**src/verilog/standby_defs.svh**
```systemverilog
// Timing counts and pin layout for the standby and reset controller.
// Assumes a 100 MHz system clock; all timing counts but ERASE_CYC derive from it here.
// Operation
// Each registered output can be forced high or low on a device clock edge for test.
// Without a power-down pin, the block sleeps once no input has moved for the idle period.
// The idle period from the last active input to standby lies between 100 ns and 250 ns.
// Without a power-down pin, any detected input or I/O transition wakes the block.
// A pulse wider than 5 ns counts as a transition; the code counts only a pulse that spans a sample edge of the 10 ns clock.
// A pulse narrower than 1 ns never counts as a wake-up transition; the code counts one that spans a sample edge.
// Leaving standby adds at most 15 ns before outputs are valid again.
// The power-down pin is active high and a high level puts the block in standby.
// The power-down pin is never passed to the logic array as an input.
// After the power-down pin falls, outputs are valid within 35 ns.
// Power-up reset clears every internal register to low within 10 microseconds.
// After reset, each enabled output pin shows the cleared register through its polarity.
// The far side keeps the device clock static during power-up.
// The far side gives no clock edge after power-up until setup times are met.
// Programming erases the array first by itself, with no separate erase step.
// Register contents are kept in standby and operation resumes from them on wake-up.
`ifndef STANDBY_DEFS_SVH
`define STANDBY_DEFS_SVH

`define CLK_PERIOD_NS      10
`define IDLE_MIN_NS        100
`define IDLE_MAX_NS        250
`define IDLE_CYC           ((`IDLE_MIN_NS + `CLK_PERIOD_NS - 1) / `CLK_PERIOD_NS)
`define IDLE_MAX_CYC       (`IDLE_MAX_NS / `CLK_PERIOD_NS)
`define DETECT_NS          5
`define IGNORE_NS          1
`define DETECT_CYC         ((`DETECT_NS / `CLK_PERIOD_NS) < 1 ? 1 : (`DETECT_NS / `CLK_PERIOD_NS))
`define WAKE_NS            15
`define WAKE_CYC           ((`WAKE_NS / `CLK_PERIOD_NS) < 1 ? 1 : (`WAKE_NS / `CLK_PERIOD_NS))
`define PIN_REL_NS         35
`define PIN_REL_CYC        ((`PIN_REL_NS / `CLK_PERIOD_NS) < 1 ? 1 : (`PIN_REL_NS / `CLK_PERIOD_NS))
`define POR_NS             10000
`define POR_CYC            (`POR_NS / `CLK_PERIOD_NS)
`define ERASE_CYC          4
`define N_PINS             22
`define N_MACRO            10
`define PD_PIN_IDX         4

`endif

```
**src/verilog/standby_pkg.sv**
```systemverilog
// Types shared by the standby and reset controller.
// Assumes standby_defs.svh supplies the numbers.
package standby_pkg;

  // Gray along reset, active, standby, wake.
  typedef enum logic [2:0] {
    ST_POR     = 3'h0,
    ST_ACTIVE  = 3'h1,
    ST_STANDBY = 3'h3,
    ST_WAKE    = 3'h2,
    ST_ERASE   = 3'h6,
    ST_PROGRAM = 3'h7
  } mode_e;

  typedef struct packed {
    logic standby;
    logic out_valid;
    logic reset_done;
    logic prog_busy;
  } status_s;

endpackage : standby_pkg

```
**src/verilog/pin_activity_filter.sv**
```systemverilog
// Per-pin transition detector with a pulse-width filter.
// Assumes inputs already synchronous to the system clock.
`timescale 1ns/100ps
`default_nettype none
module pin_activity_filter #(
  parameter int N_IN   = 23,
  parameter int FILT_C = 1
) (
  // Clock and control
  input  wire logic            clk_i,
  input  wire logic            rst_n_i,
  input  wire logic            ce_i,
  // Pins
  input  wire logic [N_IN-1:0] pin_i,
  input  wire logic [N_IN-1:0] mask_i,
  // Result
  output logic                 active_o
);

  localparam int CW = $clog2(FILT_C + 1);

  typedef struct packed {
    logic [N_IN-1:0]         level;
    logic [N_IN-1:0][CW-1:0] cnt;
    logic                    hit;
  } filt_s;

  filt_s cur_reg;
  filt_s cur_next;
  logic [N_IN-1:0]         lvl_n;
  logic [N_IN-1:0][CW-1:0] cnt_n;
  logic [N_IN-1:0]         hit_n;

  if (FILT_C < 1)
    $error("FILT_C must be at least 1");

  // A pin counts only after its new level has been seen for FILT_C samples.
  // Pulses shorter than one sample period are seen only if a sample edge falls inside them.
  genvar g;
  for (g = 0; g < N_IN; g++)
  begin : g_pin
    // width filter
    always_comb
    begin
      lvl_n[g] = cur_reg.level[g];
      cnt_n[g] = '0;
      hit_n[g] = 1'b0;
      if (pin_i[g] != cur_reg.level[g])
      begin
        if (32'(cur_reg.cnt[g]) + 1 >= FILT_C)
        begin
          lvl_n[g] = pin_i[g];
          hit_n[g] = mask_i[g];
        end
        else
        begin
          cnt_n[g] = cur_reg.cnt[g] + CW'(1);
        end
      end
    end
  end

  always_comb
  begin
    cur_next.level = lvl_n;
    cur_next.cnt   = cnt_n;
    cur_next.hit   = |hit_n;
  end

  always_ff @(posedge clk_i)
  begin
    if (!rst_n_i)
      cur_reg <= '0;
    else if (ce_i)
      cur_reg <= cur_next;
  end

  assign active_o = cur_reg.hit;

endmodule : pin_activity_filter
`default_nettype wire

```
**src/verilog/standby_reset_ctrl.sv**
```systemverilog
// Standby, wake, power-up reset, preload and programming control of a
// small programmable logic device with ten registered macrocells.
// Assumes all pins are sampled synchronously at CLK_SYS_I; the device clock
// pin DEV_CLK_I is an ordinary input whose rising edges clock the macrocells.
`timescale 1ns/100ps
`default_nettype none
`include "standby_defs.svh"
module standby_reset_ctrl #(
  parameter int N_PINS     = `N_PINS,
  parameter int N_MACRO    = `N_MACRO,
  parameter bit PD_VARIANT = 1'b0,
  parameter int PD_IDX     = `PD_PIN_IDX,
  parameter int IDLE_C     = `IDLE_CYC,
  parameter int WAKE_C     = `WAKE_CYC,
  parameter int PIN_REL_C  = `PIN_REL_CYC,
  parameter int POR_C      = `POR_CYC,
  parameter int ERASE_C    = `ERASE_CYC
) (
  // Clock, reset, enable
  input  wire logic               CLK_SYS_I,
  input  wire logic               RST_N_I,
  input  wire logic               CE_I,
  // Device pins
  input  wire logic [N_PINS-1:0]  PIN_I,
  input  wire logic               DEV_CLK_I,
  input  wire logic               POWER_DOWN_PIN_I,
  // Macrocell next state and preload
  input  wire logic [N_MACRO-1:0] D_I,
  input  wire logic               PRELOAD_EN_I,
  input  wire logic [N_MACRO-1:0] PRELOAD_DATA_I,
  // Programming
  input  wire logic               PROG_START_I,
  input  wire logic [N_MACRO-1:0] PROG_INV_I,
  input  wire logic [N_MACRO-1:0] PROG_OE_I,
  // Outputs
  output logic [N_MACRO-1:0]      Q_O,
  output logic [N_MACRO-1:0]      Q_OE_O,
  output logic [N_MACRO-1:0]      FB_O,
  output logic [N_PINS-1:0]       ARRAY_IN_O,
  output logic                    STANDBY_O,
  output logic                    OUT_VALID_O,
  output logic                    RESET_DONE_O,
  output logic                    PROG_BUSY_O
);

  // The one shared counter must reach the longest of all the counts.
  localparam int M_IDLE = (POR_C > IDLE_C) ? POR_C : IDLE_C;
  localparam int M_ERAS = (M_IDLE > ERASE_C) ? M_IDLE : ERASE_C;
  localparam int M_REL  = (M_ERAS > PIN_REL_C) ? M_ERAS : PIN_REL_C;
  localparam int M_ALL  = (M_REL > WAKE_C) ? M_REL : WAKE_C;
  localparam int CW     = $clog2(M_ALL + 1);

  typedef struct packed {
    standby_pkg::mode_e     mode;
    logic [CW-1:0]          cnt;
    logic                   clk_prev;
    logic [N_MACRO-1:0]     q;
    logic [N_MACRO-1:0]     inv;
    logic [N_MACRO-1:0]     oe;
    logic [N_MACRO-1:0]     pin;
    logic [N_MACRO-1:0]     pin_oe;
    logic [N_PINS-1:0]      arr_in;
    standby_pkg::status_s   stat;
  } ctrl_s;

  // Unprogrammed cells power up as plain, disabled outputs.
  ctrl_s st_reg = '0;
  ctrl_s st_next;
  logic  activity;
  logic  clk_rise;
  logic  pd_high;
  logic [N_PINS:0] act_mask;

  if (IDLE_C < `IDLE_CYC || IDLE_C > `IDLE_MAX_CYC)
    $error("IDLE_C outside idle window");
  if (PD_IDX < 0 || PD_IDX >= N_PINS)
    $error("PD_IDX outside pin range");
  if (POR_C < 1 || WAKE_C < 1 || PIN_REL_C < 1 || ERASE_C < 1)
    $error("counts must be positive");

  // ==========================================================================
  // Transition detection
  // ==========================================================================
  // pin kept out
  always_comb
  begin
    act_mask = '1;
    if (PD_VARIANT)
      act_mask[PD_IDX] = 1'b0;
  end

  pin_activity_filter #(
    .N_IN   (N_PINS + 1),
    .FILT_C (`DETECT_CYC)
  ) u_filter (
    .clk_i    (CLK_SYS_I),
    .rst_n_i  (RST_N_I),
    .ce_i     (CE_I),
    .pin_i    ({DEV_CLK_I, PIN_I}),
    .mask_i   (act_mask),
    .active_o (activity)
  );

  assign clk_rise = DEV_CLK_I & ~st_reg.clk_prev;
  // active high
  assign pd_high  = PD_VARIANT & POWER_DOWN_PIN_I;

  // ==========================================================================
  // Control state
  // ==========================================================================
  always_comb
  begin
    st_next          = st_reg;
    st_next.clk_prev = DEV_CLK_I;
    st_next.arr_in   = PIN_I;
    // pin kept out
    if (PD_VARIANT)
      st_next.arr_in[PD_IDX] = 1'b0;

    case (st_reg.mode)
      standby_pkg::ST_POR:
      begin
        // registers held low
        st_next.q = '0;
        st_next.cnt = st_reg.cnt + CW'(1);
        if (32'(st_reg.cnt) + 1 >= POR_C)
        begin
          st_next.mode            = standby_pkg::ST_ACTIVE;
          st_next.cnt             = '0;
          st_next.stat.reset_done = 1'b1;
          st_next.stat.out_valid  = 1'b1;
        end
      end

      standby_pkg::ST_ACTIVE:
      begin
        if (clk_rise)
        begin
          // synchronous preload
          if (PRELOAD_EN_I)
            st_next.q = PRELOAD_DATA_I;
          else
            st_next.q = D_I;
        end
        if (PROG_START_I)
        begin
          // erase before write
          st_next.mode           = standby_pkg::ST_ERASE;
          st_next.cnt            = '0;
          st_next.stat.prog_busy = 1'b1;
          st_next.inv            = '0;
          st_next.oe             = '0;
        end
        else if (pd_high)
        begin
          st_next.mode           = standby_pkg::ST_STANDBY;
          st_next.stat.standby   = 1'b1;
          st_next.stat.out_valid = 1'b0;
        end
        else if (!PD_VARIANT)
        begin
          // idle count
          if (activity)
            st_next.cnt = '0;
          else if (32'(st_reg.cnt) + 1 >= IDLE_C)
          begin
            st_next.mode           = standby_pkg::ST_STANDBY;
            st_next.cnt            = '0;
            st_next.stat.standby   = 1'b1;
            st_next.stat.out_valid = 1'b0;
          end
          else
            st_next.cnt = st_reg.cnt + CW'(1);
        end
      end

      standby_pkg::ST_STANDBY:
      begin
        // state retained
        st_next.q = st_reg.q;
        st_next.cnt = '0;
        if (PD_VARIANT ? !POWER_DOWN_PIN_I : activity)
        begin
          // wake on transition
          st_next.mode         = standby_pkg::ST_WAKE;
          st_next.stat.standby = 1'b0;
        end
      end

      standby_pkg::ST_WAKE:
      begin
        // Clock edges are still honoured here; Q_O follows at once and only OUT_VALID_O lags.
        if (clk_rise)
          st_next.q = PRELOAD_EN_I ? PRELOAD_DATA_I : D_I;
        st_next.cnt = st_reg.cnt + CW'(1);
        if (pd_high)
        begin
          st_next.mode         = standby_pkg::ST_STANDBY;
          st_next.stat.standby = 1'b1;
          st_next.cnt          = '0;
        end
        // wake delay
        else if (32'(st_reg.cnt) + 1 >= (PD_VARIANT ? PIN_REL_C : WAKE_C))
        begin
          st_next.mode           = standby_pkg::ST_ACTIVE;
          st_next.cnt            = '0;
          st_next.stat.out_valid = 1'b1;
        end
      end

      standby_pkg::ST_ERASE:
      begin
        // automatic erase
        st_next.inv = '0;
        st_next.oe  = '0;
        st_next.cnt = st_reg.cnt + CW'(1);
        if (32'(st_reg.cnt) + 1 >= ERASE_C)
        begin
          st_next.mode = standby_pkg::ST_PROGRAM;
          st_next.cnt  = '0;
        end
      end

      standby_pkg::ST_PROGRAM:
      begin
        st_next.inv            = PROG_INV_I;
        st_next.oe             = PROG_OE_I;
        st_next.q              = '0;
        st_next.mode           = standby_pkg::ST_ACTIVE;
        st_next.stat.prog_busy = 1'b0;
      end

      default:
      begin
        st_next.mode = standby_pkg::ST_POR;
        st_next.cnt  = '0;
      end
    endcase

    // polarity on output
    st_next.pin    = st_next.q ^ st_next.inv;
    st_next.pin_oe = st_next.oe;
  end

  // ==========================================================================
  // State register
  // ==========================================================================
  // The programmed configuration survives reset, as it would in the cells.
  always_ff @(posedge CLK_SYS_I)
  begin
    if (!RST_N_I)
    begin
      // power-up clear
      st_reg.mode     <= standby_pkg::ST_POR;
      st_reg.cnt      <= '0;
      st_reg.clk_prev <= 1'b0;
      st_reg.q        <= '0;
      st_reg.pin      <= '0;
      st_reg.pin_oe   <= '0;
      st_reg.arr_in   <= '0;
      st_reg.stat     <= '0;
      st_reg.inv      <= st_reg.inv;
      st_reg.oe       <= st_reg.oe;
    end
    else if (CE_I)
      st_reg <= st_next;
  end

  assign Q_O          = st_reg.pin;
  assign Q_OE_O       = st_reg.pin_oe;
  assign FB_O         = st_reg.q;
  assign ARRAY_IN_O   = st_reg.arr_in;
  assign STANDBY_O    = st_reg.stat.standby;
  assign OUT_VALID_O  = st_reg.stat.out_valid;
  assign RESET_DONE_O = st_reg.stat.reset_done;
  assign PROG_BUSY_O  = st_reg.stat.prog_busy;

endmodule : standby_reset_ctrl
`default_nettype wire

```
**config.mk**
```make
export PLATFORM = sky130hd
export DESIGN_NAME = standby_reset_ctrl
export DESIGN_NICKNAME = d
export VERILOG_FILES = /design/src/verilog/standby_pkg.sv /design/src/verilog/pin_activity_filter.sv /design/src/verilog/standby_reset_ctrl.sv
export VERILOG_INCLUDE_DIRS = /design/src /design/src/verilog
export SDC_FILE = /design/constraint.sdc
export NUM_CORES = 1
export LEC_CHECK = 0
export ABC_CLOCK_PERIOD_IN_PS = 2710
export BUFFER_PORTS_ARGS = -buffer_cell sky130_fd_sc_hd__buf_4
export CORE_ASPECT_RATIO = 2
export CORE_MARGIN = 4
export CORE_UTILIZATION = 50
export CTS_CLUSTER_SIZE = 20
export DETAILED_ROUTE_END_ITERATION = 8
export PLACE_DENSITY = 0.81
export SLEW_MARGIN = 5
export SYNTH_ARGS = -nofsm -noshare
export SYNTH_HDL_FRONTEND = slang
export SYNTH_SLANG_ARGS = --single-unit
export TNS_END_PERCENT = 50
```
**constraint.sdc**
```tcl
create_clock -name CLK_SYS_I -period 2.71 [get_ports CLK_SYS_I]
set_input_delay 0.271 -clock CLK_SYS_I [delete_from_list [all_inputs] [get_ports CLK_SYS_I]]
set_output_delay 0.271 -clock CLK_SYS_I [all_outputs]
set_load 0.02 [all_outputs]
```
# Word level (Yosys, flattened, before mapping)
# Cells that the tools add are included.
# word_totals
ff_bits,137
in_bits,69
output_inout_bits,56
# op_classes
n_lt_le_gt_ge,27
n_mux,118
addsub,48
reduce_logical,37
eq_ne,38
bitwise_logic,4
# ops
operator,count
"32-bit by 1-bit greater-or-equal comparator with 1-bit output, second input constant",24
1-bit 2-to-1 mux,95
3-bit AND reduction,25
20-bit one-hot mux with 3 select lines,1
13-bit 2-to-1 mux,4
10-bit one-hot mux with 5 select lines,1
"1-bit by 1-bit adder with 2-bit output, second input constant",23
10-bit 2-to-1 mux,4
"32-bit by 10-bit greater-or-equal comparator with 1-bit output, second input constant",1
"32-bit by 4-bit greater-or-equal comparator with 1-bit output, second input constant",1
"1-bit adder, second input constant",23
1-bit != test,23
23-bit OR reduction,1
20-bit 2-to-1 mux,1
10-bit one-hot mux with 2 select lines,1
3-bit one-hot mux with 6 select lines,1
"2-bit != test, second input constant",7
7-bit AND reduction,2
"10-bit by 1-bit adder with 11-bit output, second input constant",1
"11-bit by 3-bit greater-or-equal comparator with 1-bit output, second input constant",1
"10-bit by 1-bit adder with 10-bit output, second input constant",1
10-bit XOR,1
3-bit 2-to-1 mux,3
2-bit 2-to-1 mux,4
other kinds (15),23

# Depth between registers and ports, before layout
# Gate-level depths: netlist of run 1.
# logic_depth
word_depth,6
mapped_depth,9
ltp_nobuf,9

# Cells and area by module
# Synthesis of run 1 repeated with hierarchy kept, for this count alone.
# hier_totals
hier_cells,612
area_unflattened_um2,5901.9
# modules_own_cells
module,area_each_um2,seq_area_each_um2,instances,cells_each
standby_reset_ctrl,4688.2,2001.9,1,497
pin_activity_filter,1213.7,480.5,1,115

# Least setup slack after synthesis of run 1
# No wires, ideal clock.
# synth_timing
path_type,reg2reg
start,register st_reg[78] in the netlist's numbering
end,register st_reg[87] in the netlist's numbering
path_buffers,0
required_ns,2.591
setup_time_ns,0.119
stages_incl_launch_ff,9
synth_period_minus_slack_ns,2.532
path_slack_ns,0.178
arrival_time_ns,2.413
path_cell_list,dfxtp_1 ha_1 nand4_1 or4_4 o211ai_2 nand2_2 or3_1 a2111o_1 o221a_1
# synth_between
elab_chain_len,4
elab_cells_between_ends,10
# synth_rtl
element,line_no,rtl
"start, declared",standby_reset_ctrl.sv:67,ctrl_s st_reg = '0;
"start signal, assigned",standby_reset_ctrl.sv:266,st_reg <= st_next;
10-bit by 1-bit adder with 11-bit output (*),-,
"32-bit by 4-bit greater-or-equal comparator with 1-bit output, or another cell as far along",standby_reset_ctrl.sv:165,else if (32'(st_reg.cnt) + 1 >= IDLE_C)
3-bit != test (no source line) or 2-bit != test (tied branches),-,
7-bit AND reduction (no source line) (*),-,
# Every way passes the cells marked *; elsewhere a longest branch is shown, timed or not.
# A chain may end at the register's enable or synchronous reset.

# Worst setup path after layout of run 1
# layout_timing
start,register st_reg[82] in the netlist's numbering
end,register st_reg[87] in the netlist's numbering
# The elaborated chain is that of the path after synthesis.

==> flow_summary.json, run 1 <==
{
  "status": "finished clean",
  "synth.distinct_cells": 72,
  "drive_gt1_share_pct": 27.63,
  "drtIter0Drc": 272,
  "wl_per_cell_um": 17.81,
  "largest_register_ffs": 34,
  "grt_pass1_vias": 5217,
  "start_kind": "register",
  "hold_slack_ns": 0.1461,
  "synth-adder-area-share_pct": 0.5938,
  "place_inst": 839,
  "ant_nets": 0,
  "critical_path_class": "reg -> reg",
  "cts_num_sinks": 114,
  "grt_pass1_wl_mm": 24.65,
  "clock.fmax_mhz": 383.0,
  "fin_util_pct": 63.34,
  "synthFlopType": "dfxtp_1",
  "core-area_um2": 11420,
  "synth_fp_nets": 714,
  "cts_buffer_depth": 2,
  "synth_xor_area_share_pct": 5.345,
  "setup_viol": 0,
  "synth_warnings": 0,
  "power_density_nw_per_um2": 616.2,
  "synthCells": 643,
  "async_flop_share_pct": 0,
  "fin_crit_ns": 2.611,
  "num_io_pins": 125,
  "overflow": 0,
  "port_buffers": 123,
  "drcViolationCount": 0,
  "htreeDepth": 4,
  "grtUsageTotal_pct": 22.72,
  "finClkSkew_ns": 0.01136,
  "maxSlewHeadroom_pct": 41.76,
  "insertedDiodeCount": 0,
  "grt_start_max_net_pins": 81,
  "die_w_um": 84.81,
  "syn_area_per_cell_um2": 9.175,
  "numCtsBuffers": 17,
  "crit_fanout": 11,
  "tightestPinTransition_ns": 0.8703,
  "cp-end-kind": "register",
  "setup_ws_ns": 0.09882,
  "cts_tree": "done",
  "stdcell_count": 873,
  "leakagePower_nw": 2.997,
  "synth_top_family_by_area": "simple AND/OR/NAND/NOR gates",
  "dp_hpwl_mm": 11.35,
  "ys_seq_elements": 114,
  "num-nets-final": 789,
  "hold_viol_final": 0,
  "cts.clk_slew.worst_paths_ns": 0.06,
  "finalSetupTns_ns": 0,
  "synthMuxAreaShare_pct": 5.620,
  "synth_edf_count": 20,
  "via_count": 4965,
  "ir_drop_uv": 495.4,
  "synth_compound_area_share_pct": 17.71,
  "antenna_found_initial": 0,
  "maxCapViolCount": 0,
  "critPathArrivalTime_ns": 2.91,
  "cp.required_ns": 3.01,
  "clock_latency_ns": 0.41,
  "die_h_um": 161.6,
  "totalWireLength_mm": 15.55,
  "syn2layout_area_growth_pct": 22.65,
  "synth_area_um2": 5899,
  "yosys.area_share.simple_pct": 18.32,
  "drv_slew": 0,
  "dieArea_um2": 13710,
  "place_ws_ns": 0.07178,
  "start_util_pct": 51.64,
  "cts-root-buf": "clkbuf_16",
  "dr.pass1.iters": 4,
  "globalplace.congestion": 0.8927,
  "viasPerCell": 5.687,
  "fin_crit_sh_pct": 96.35,
  "hold_path.class": "in -> reg",
  "synth.yosys.seq_area_share_pct": 42.08,
  "rows": 55
}
per-layer routing:
| metal | up-vias | part of all wire (%) | global-route usage [%] |
|---|---|---|---|
| li1 | 2380 | - | - |
| met3 | 58 | 4.4 | 5.921 |
| met5 | - | 0 | 0 |
| met1 | 2378 | 35 | 21.26 |
| met2 | 149 | 55 | 42.33 |
| met4 | 0 | 5.6 | 14.41 |
path summary, 6_finish.rpt:
kind	start	slack [ns]	endpoint	depth (start not counted)
setup / recovery	st_reg[82]$_SDFFE_PN0P_	0.1	st_reg[87]$_SDFFE_PN0P_	7
hold / removal	PIN_I[6]	0.15	ARRAY_IN_O[6]$_SDFFE_PN0P_	3
setup reg to reg	st_reg[82]$_SDFFE_PN0P_	0.1	st_reg[87]$_SDFFE_PN0P_	7
hold reg to reg	OUT_VALID_O$_SDFFE_PN0P_	0.47	OUT_VALID_O$_SDFFE_PN0P_	2
cells in the final DEF, fill, tap and decap left out, drive strengths merged, types with 3 or more instances in the layout:
cell type,synthesis,final
a21o,3,3
a211o,3,3
a21oi,56,56
xnor2,35,35
nor2,50,50
edfxtp,20,20
nor4,7,7
buf,67,149
clkbuf,26,18
or3,6,6
nor3,9,9
inv,9,12
a22o,21,21
nand4,8,8
nand3,8,8
nand2b,51,51
o2bb2ai,10,10
o21ai,14,14
o211ai,3,3
nand2,40,40
clkinv,0,5
a31oi,6,6
and2,8,8
dfxtp,94,94
and3,6,6
clkinvlp,0,4
mux2i,32,32
a211oi,13,13
report_power, final:
| part | switching (W) | total, W | internal [W] |
|---|---|---|---|
| registers | 0.0000418 | 0.00184 | 0.00180 |
| clock network | 0.000817 | 0.00218 | 0.00136 |
| logic | 0.000229 | 0.000442 | 0.000213 |
through the flow:
stage / instance area, um^2 / total power [W]
finish: 7236 / 0.004458
global route: 7236 / 0.004612
CTS: 7194 / 0.004495
detailed placement: 6609 / 0.002316
global placement: 6609 / 0.002301
floorplan: 5899 / 0.002157
synthesized netlist by cell type, types with 8 or more instances:
| master | number | share of area (%) |
|---|---|---|
| inv_1 | 8 | 0.51 |
| a22o_1 | 20 | 3.0 |
| buf_4 | 55 | 7.0 |
| o21ai_0 | 12 | 1.0 |
| a211oi_1 | 13 | 1.7 |
| edfxtp_1 | 20 | 10 |
| clkbuf_1 | 26 | 1.7 |
| a21oi_1 | 56 | 4.8 |
| o2bb2ai_1 | 10 | 1.5 |
| nor2_1 | 50 | 3.2 |
| nand2_1 | 38 | 2.4 |
| nor3_1 | 9 | 0.76 |
| xnor2_1 | 35 | 5.2 |
| mux2i_1 | 32 | 5.4 |
| dfxtp_1 | 94 | 32 |
| nand4_1 | 8 | 0.85 |
| nand2b_1 | 51 | 5.4 |
critical path, stage by stage, from the launching register on:
cell and delay, ns:
dfxtp_1 0.52, nand4_1 0.24, or3_4 0.46, o211ai_4 0.20, nand2_2 0.11, or3_1 0.36
a2111o_1 0.38, o221a_1 0.22
final cells by class:
type | instances | area, um^2
inverter | 9 | 33.78
timing repair buffer | 149 | 1119
fill | 970 | 4188
tap | 142 | 177.7
clock buffer | 18 | 429.2
clock inverter | 14 | 156.4
sequential | 114 | 2484
multi-input combinational | 427 | 2836
logic make-up (layout without fill, tap and decap cells):
logic type               Yosys count  count (layout)
buffers and inverters            102             190
flip-flops                       114             114
XOR/XNOR                          36              36
AO/OA/AOI/OAI                    150             150
multiplexers                      33              33
adder cells (fa/ha/maj)            3               3
AND/OR/NAND/NOR                  205             205
repair_timing:
item	CTS	global route
endpoints found under the setup margin	0	9
hold buffers	0	0
hold endpoints to repair	0	0
setup buffers	0	2
resized for setup	0	5
Power figures use the tool's default switching activity.
==> run 2: changes to the inputs <==
CTS_BUF_LIST = sky130_fd_sc_hd__clkbuf_16   (was unset)
PLACE_DENSITY = 0.84   (was 0.81)
==> flow_summary.json, run 2 (synthesized netlist as in run 1, its figures left out) <==
{
  "hold_viol_final": 0,
  "power_density_nw_per_um2": 612.1,
  "p_seq_share_pct": 41.9,
  "p_sw_share_pct": 23.49,
  "dr.pass1.iters": 8,
  "final_common_cell": "buf_4",
  "drive_gt1_share_pct": 26.13,
  "crit_fanout": 4,
  "stdcell_count": 869,
  "insertedDiodeCount": 0,
  "cp-end-kind": "register",
  "via_count": 4880,
  "totalWireLength_mm": 15.01,
  "maxSlewHeadroom_pct": 44.86,
  "maxCapViolCount": 0,
  "cts_num_sinks": 114,
  "place_inst": 837,
  "hold_path.class": "in -> reg",
  "finClkSkew_ns": 0.01134,
  "clock.fmax_mhz": 390.2,
  "syn2layout_area_growth_pct": 21.42,
  "largest_register_ffs": 34,
  "grt_pass1_wl_mm": 24.04,
  "tightestPinTransition_ns": 0.8272,
  "cts_buffer_depth": 2,
  "start_kind": "register",
  "viasPerCell": 5.616,
  "die_w_um": 84.81,
  "cts-root-buf": "clkbuf_16",
  "fin_crit_sh_pct": 94.57,
  "cp.required_ns": 3.00,
  "num_io_pins": 125,
  "clkPwrFrac_pct": 48.0,
  "fin_util_pct": 62.71,
  "die_h_um": 161.6,
  "ir_drop_uv": 502.2,
  "hold_slack_ns": 0.1568,
  "cts.clk_slew.worst_paths_ns": 0.06,
  "critPathArrivalTime_ns": 2.85,
  "core-area_um2": 11420,
  "fin_crit_ns": 2.563,
  "status": "finished clean",
  "grt_start_max_net_pins": 81,
  "clock_latency_ns": 0.40,
  "rsz0062_at_grt": "no",
  "start_util_pct": 51.64,
  "num-nets-final": 785,
  "dp_hpwl_mm": 10.92,
  "port_buffers": 123,
  "setup_viol": 0,
  "antenna_found_initial": 0,
  "final_cell_mix": "buf_4, dfxtp_1, a21oi_1",
  "critical_path_class": "reg -> reg",
  "hold_buffers": 0,
  "combinationalPowerShare_pct": 10.1,
  "wl_per_cell_um": 17.27,
  "ant_nets": 0,
  "dieArea_um2": 13710,
  "overflow": 0,
  "drcViolationCount": 0,
  "leakagePower_nw": 2.940,
  "grtUsageTotal_pct": 22.05,
  "p_sw_w": 0.001030,
  "grt_pass1_vias": 4978,
  "htreeDepth": 4,
  "internal_power_w": 0.003354,
  "cts_tree": "done",
  "drtIter0Drc": 304,
  "drv_slew": 0,
  "globalplace.congestion": 0.8952,
  "finalSetupTns_ns": 0,
  "rows": 55,
  "numCtsBuffers": 17
}
## run 2: timing repair
action / 4_1_cts / 5_1_grt
setup endpoints to repair: 0 / 1
buffers inserted: 0 / 0
resized for setup: 0 / 1
## run 2: path summary, 6_finish.rpt
check,startpoint,endpoint,slack (ns),depth (start not counted)
setup / recovery,st_reg[78]$_SDFFE_PN0P_,st_reg[87]$_SDFFE_PN0P_,0.15,8
hold reg to reg,st_reg[76]$_SDFFE_PN0P_,st_reg[76]$_SDFFE_PN0P_,0.47,2
setup reg to reg,st_reg[78]$_SDFFE_PN0P_,st_reg[87]$_SDFFE_PN0P_,0.15,8
hold / removal,PIN_I[1],u_filter.cur_reg[25]$_SDFFE_PN0P_,0.16,3
## run 2: power by group through the flow
| stage | combinational (W) | sequential (W) | clock, W |
|---|---|---|---|
| 2_1_floorplan | 0.000295 | 0.00186 | 0 |
| 3_3_place_gp | 0.000431 | 0.00187 | 0 |
| 3_5_place_dp | 0.000442 | 0.00187 | 0 |
| 4_1_cts | 0.000445 | 0.00184 | 0.00212 |
| 5_1_grt | 0.000478 | 0.00184 | 0.00221 |
| 6_report | 0.000442 | 0.00184 | 0.00210 |
## run 2: routing by layer
layer	vias to the layer above	part of all wire (%)	global-route usage, %
met2	151	57	41.76
met4	0	3.0	9.366
met5	-	0	0
li1	2375	-	-
met1	2320	36	22.12
met3	34	4.6	5.717
## run 2: layout make-up
cell class                      instances  area, um^2
Sequential cell                       114        2484
Fill cell                             998        4260
Tap cell                              142       177.7
Inverter                                9       33.78
Timing Repair Buffer                  145        1089
Clock buffer                           19       475.5
Multi-Input combinational cell        427        2811
Clock inverter                         13       92.59
## run 2: critical path, cell delays in order, from the launching register on
cell,delay (ns)
dfxtp_1,0.34
ha_1,0.24
nand4_1,0.18
or3_4,0.44
o211ai_2,0.20
nand2_2,0.11
or3_1,0.36
a2111o_1,0.37
o221a_1,0.23
## run 2: per-stage QoR
stage                     total power, W  instance area (um^2)  setup slack (ns)
final                           0.004384                  7163            0.1471
after global placement          0.002299                  6594            0.1958
after detailed placement        0.002315                  6594            0.1587
after global routing            0.004538                  7163          0.003813
after floorplan                 0.002157                  5899            0.1783
after CTS                       0.004408                  7162            0.1493
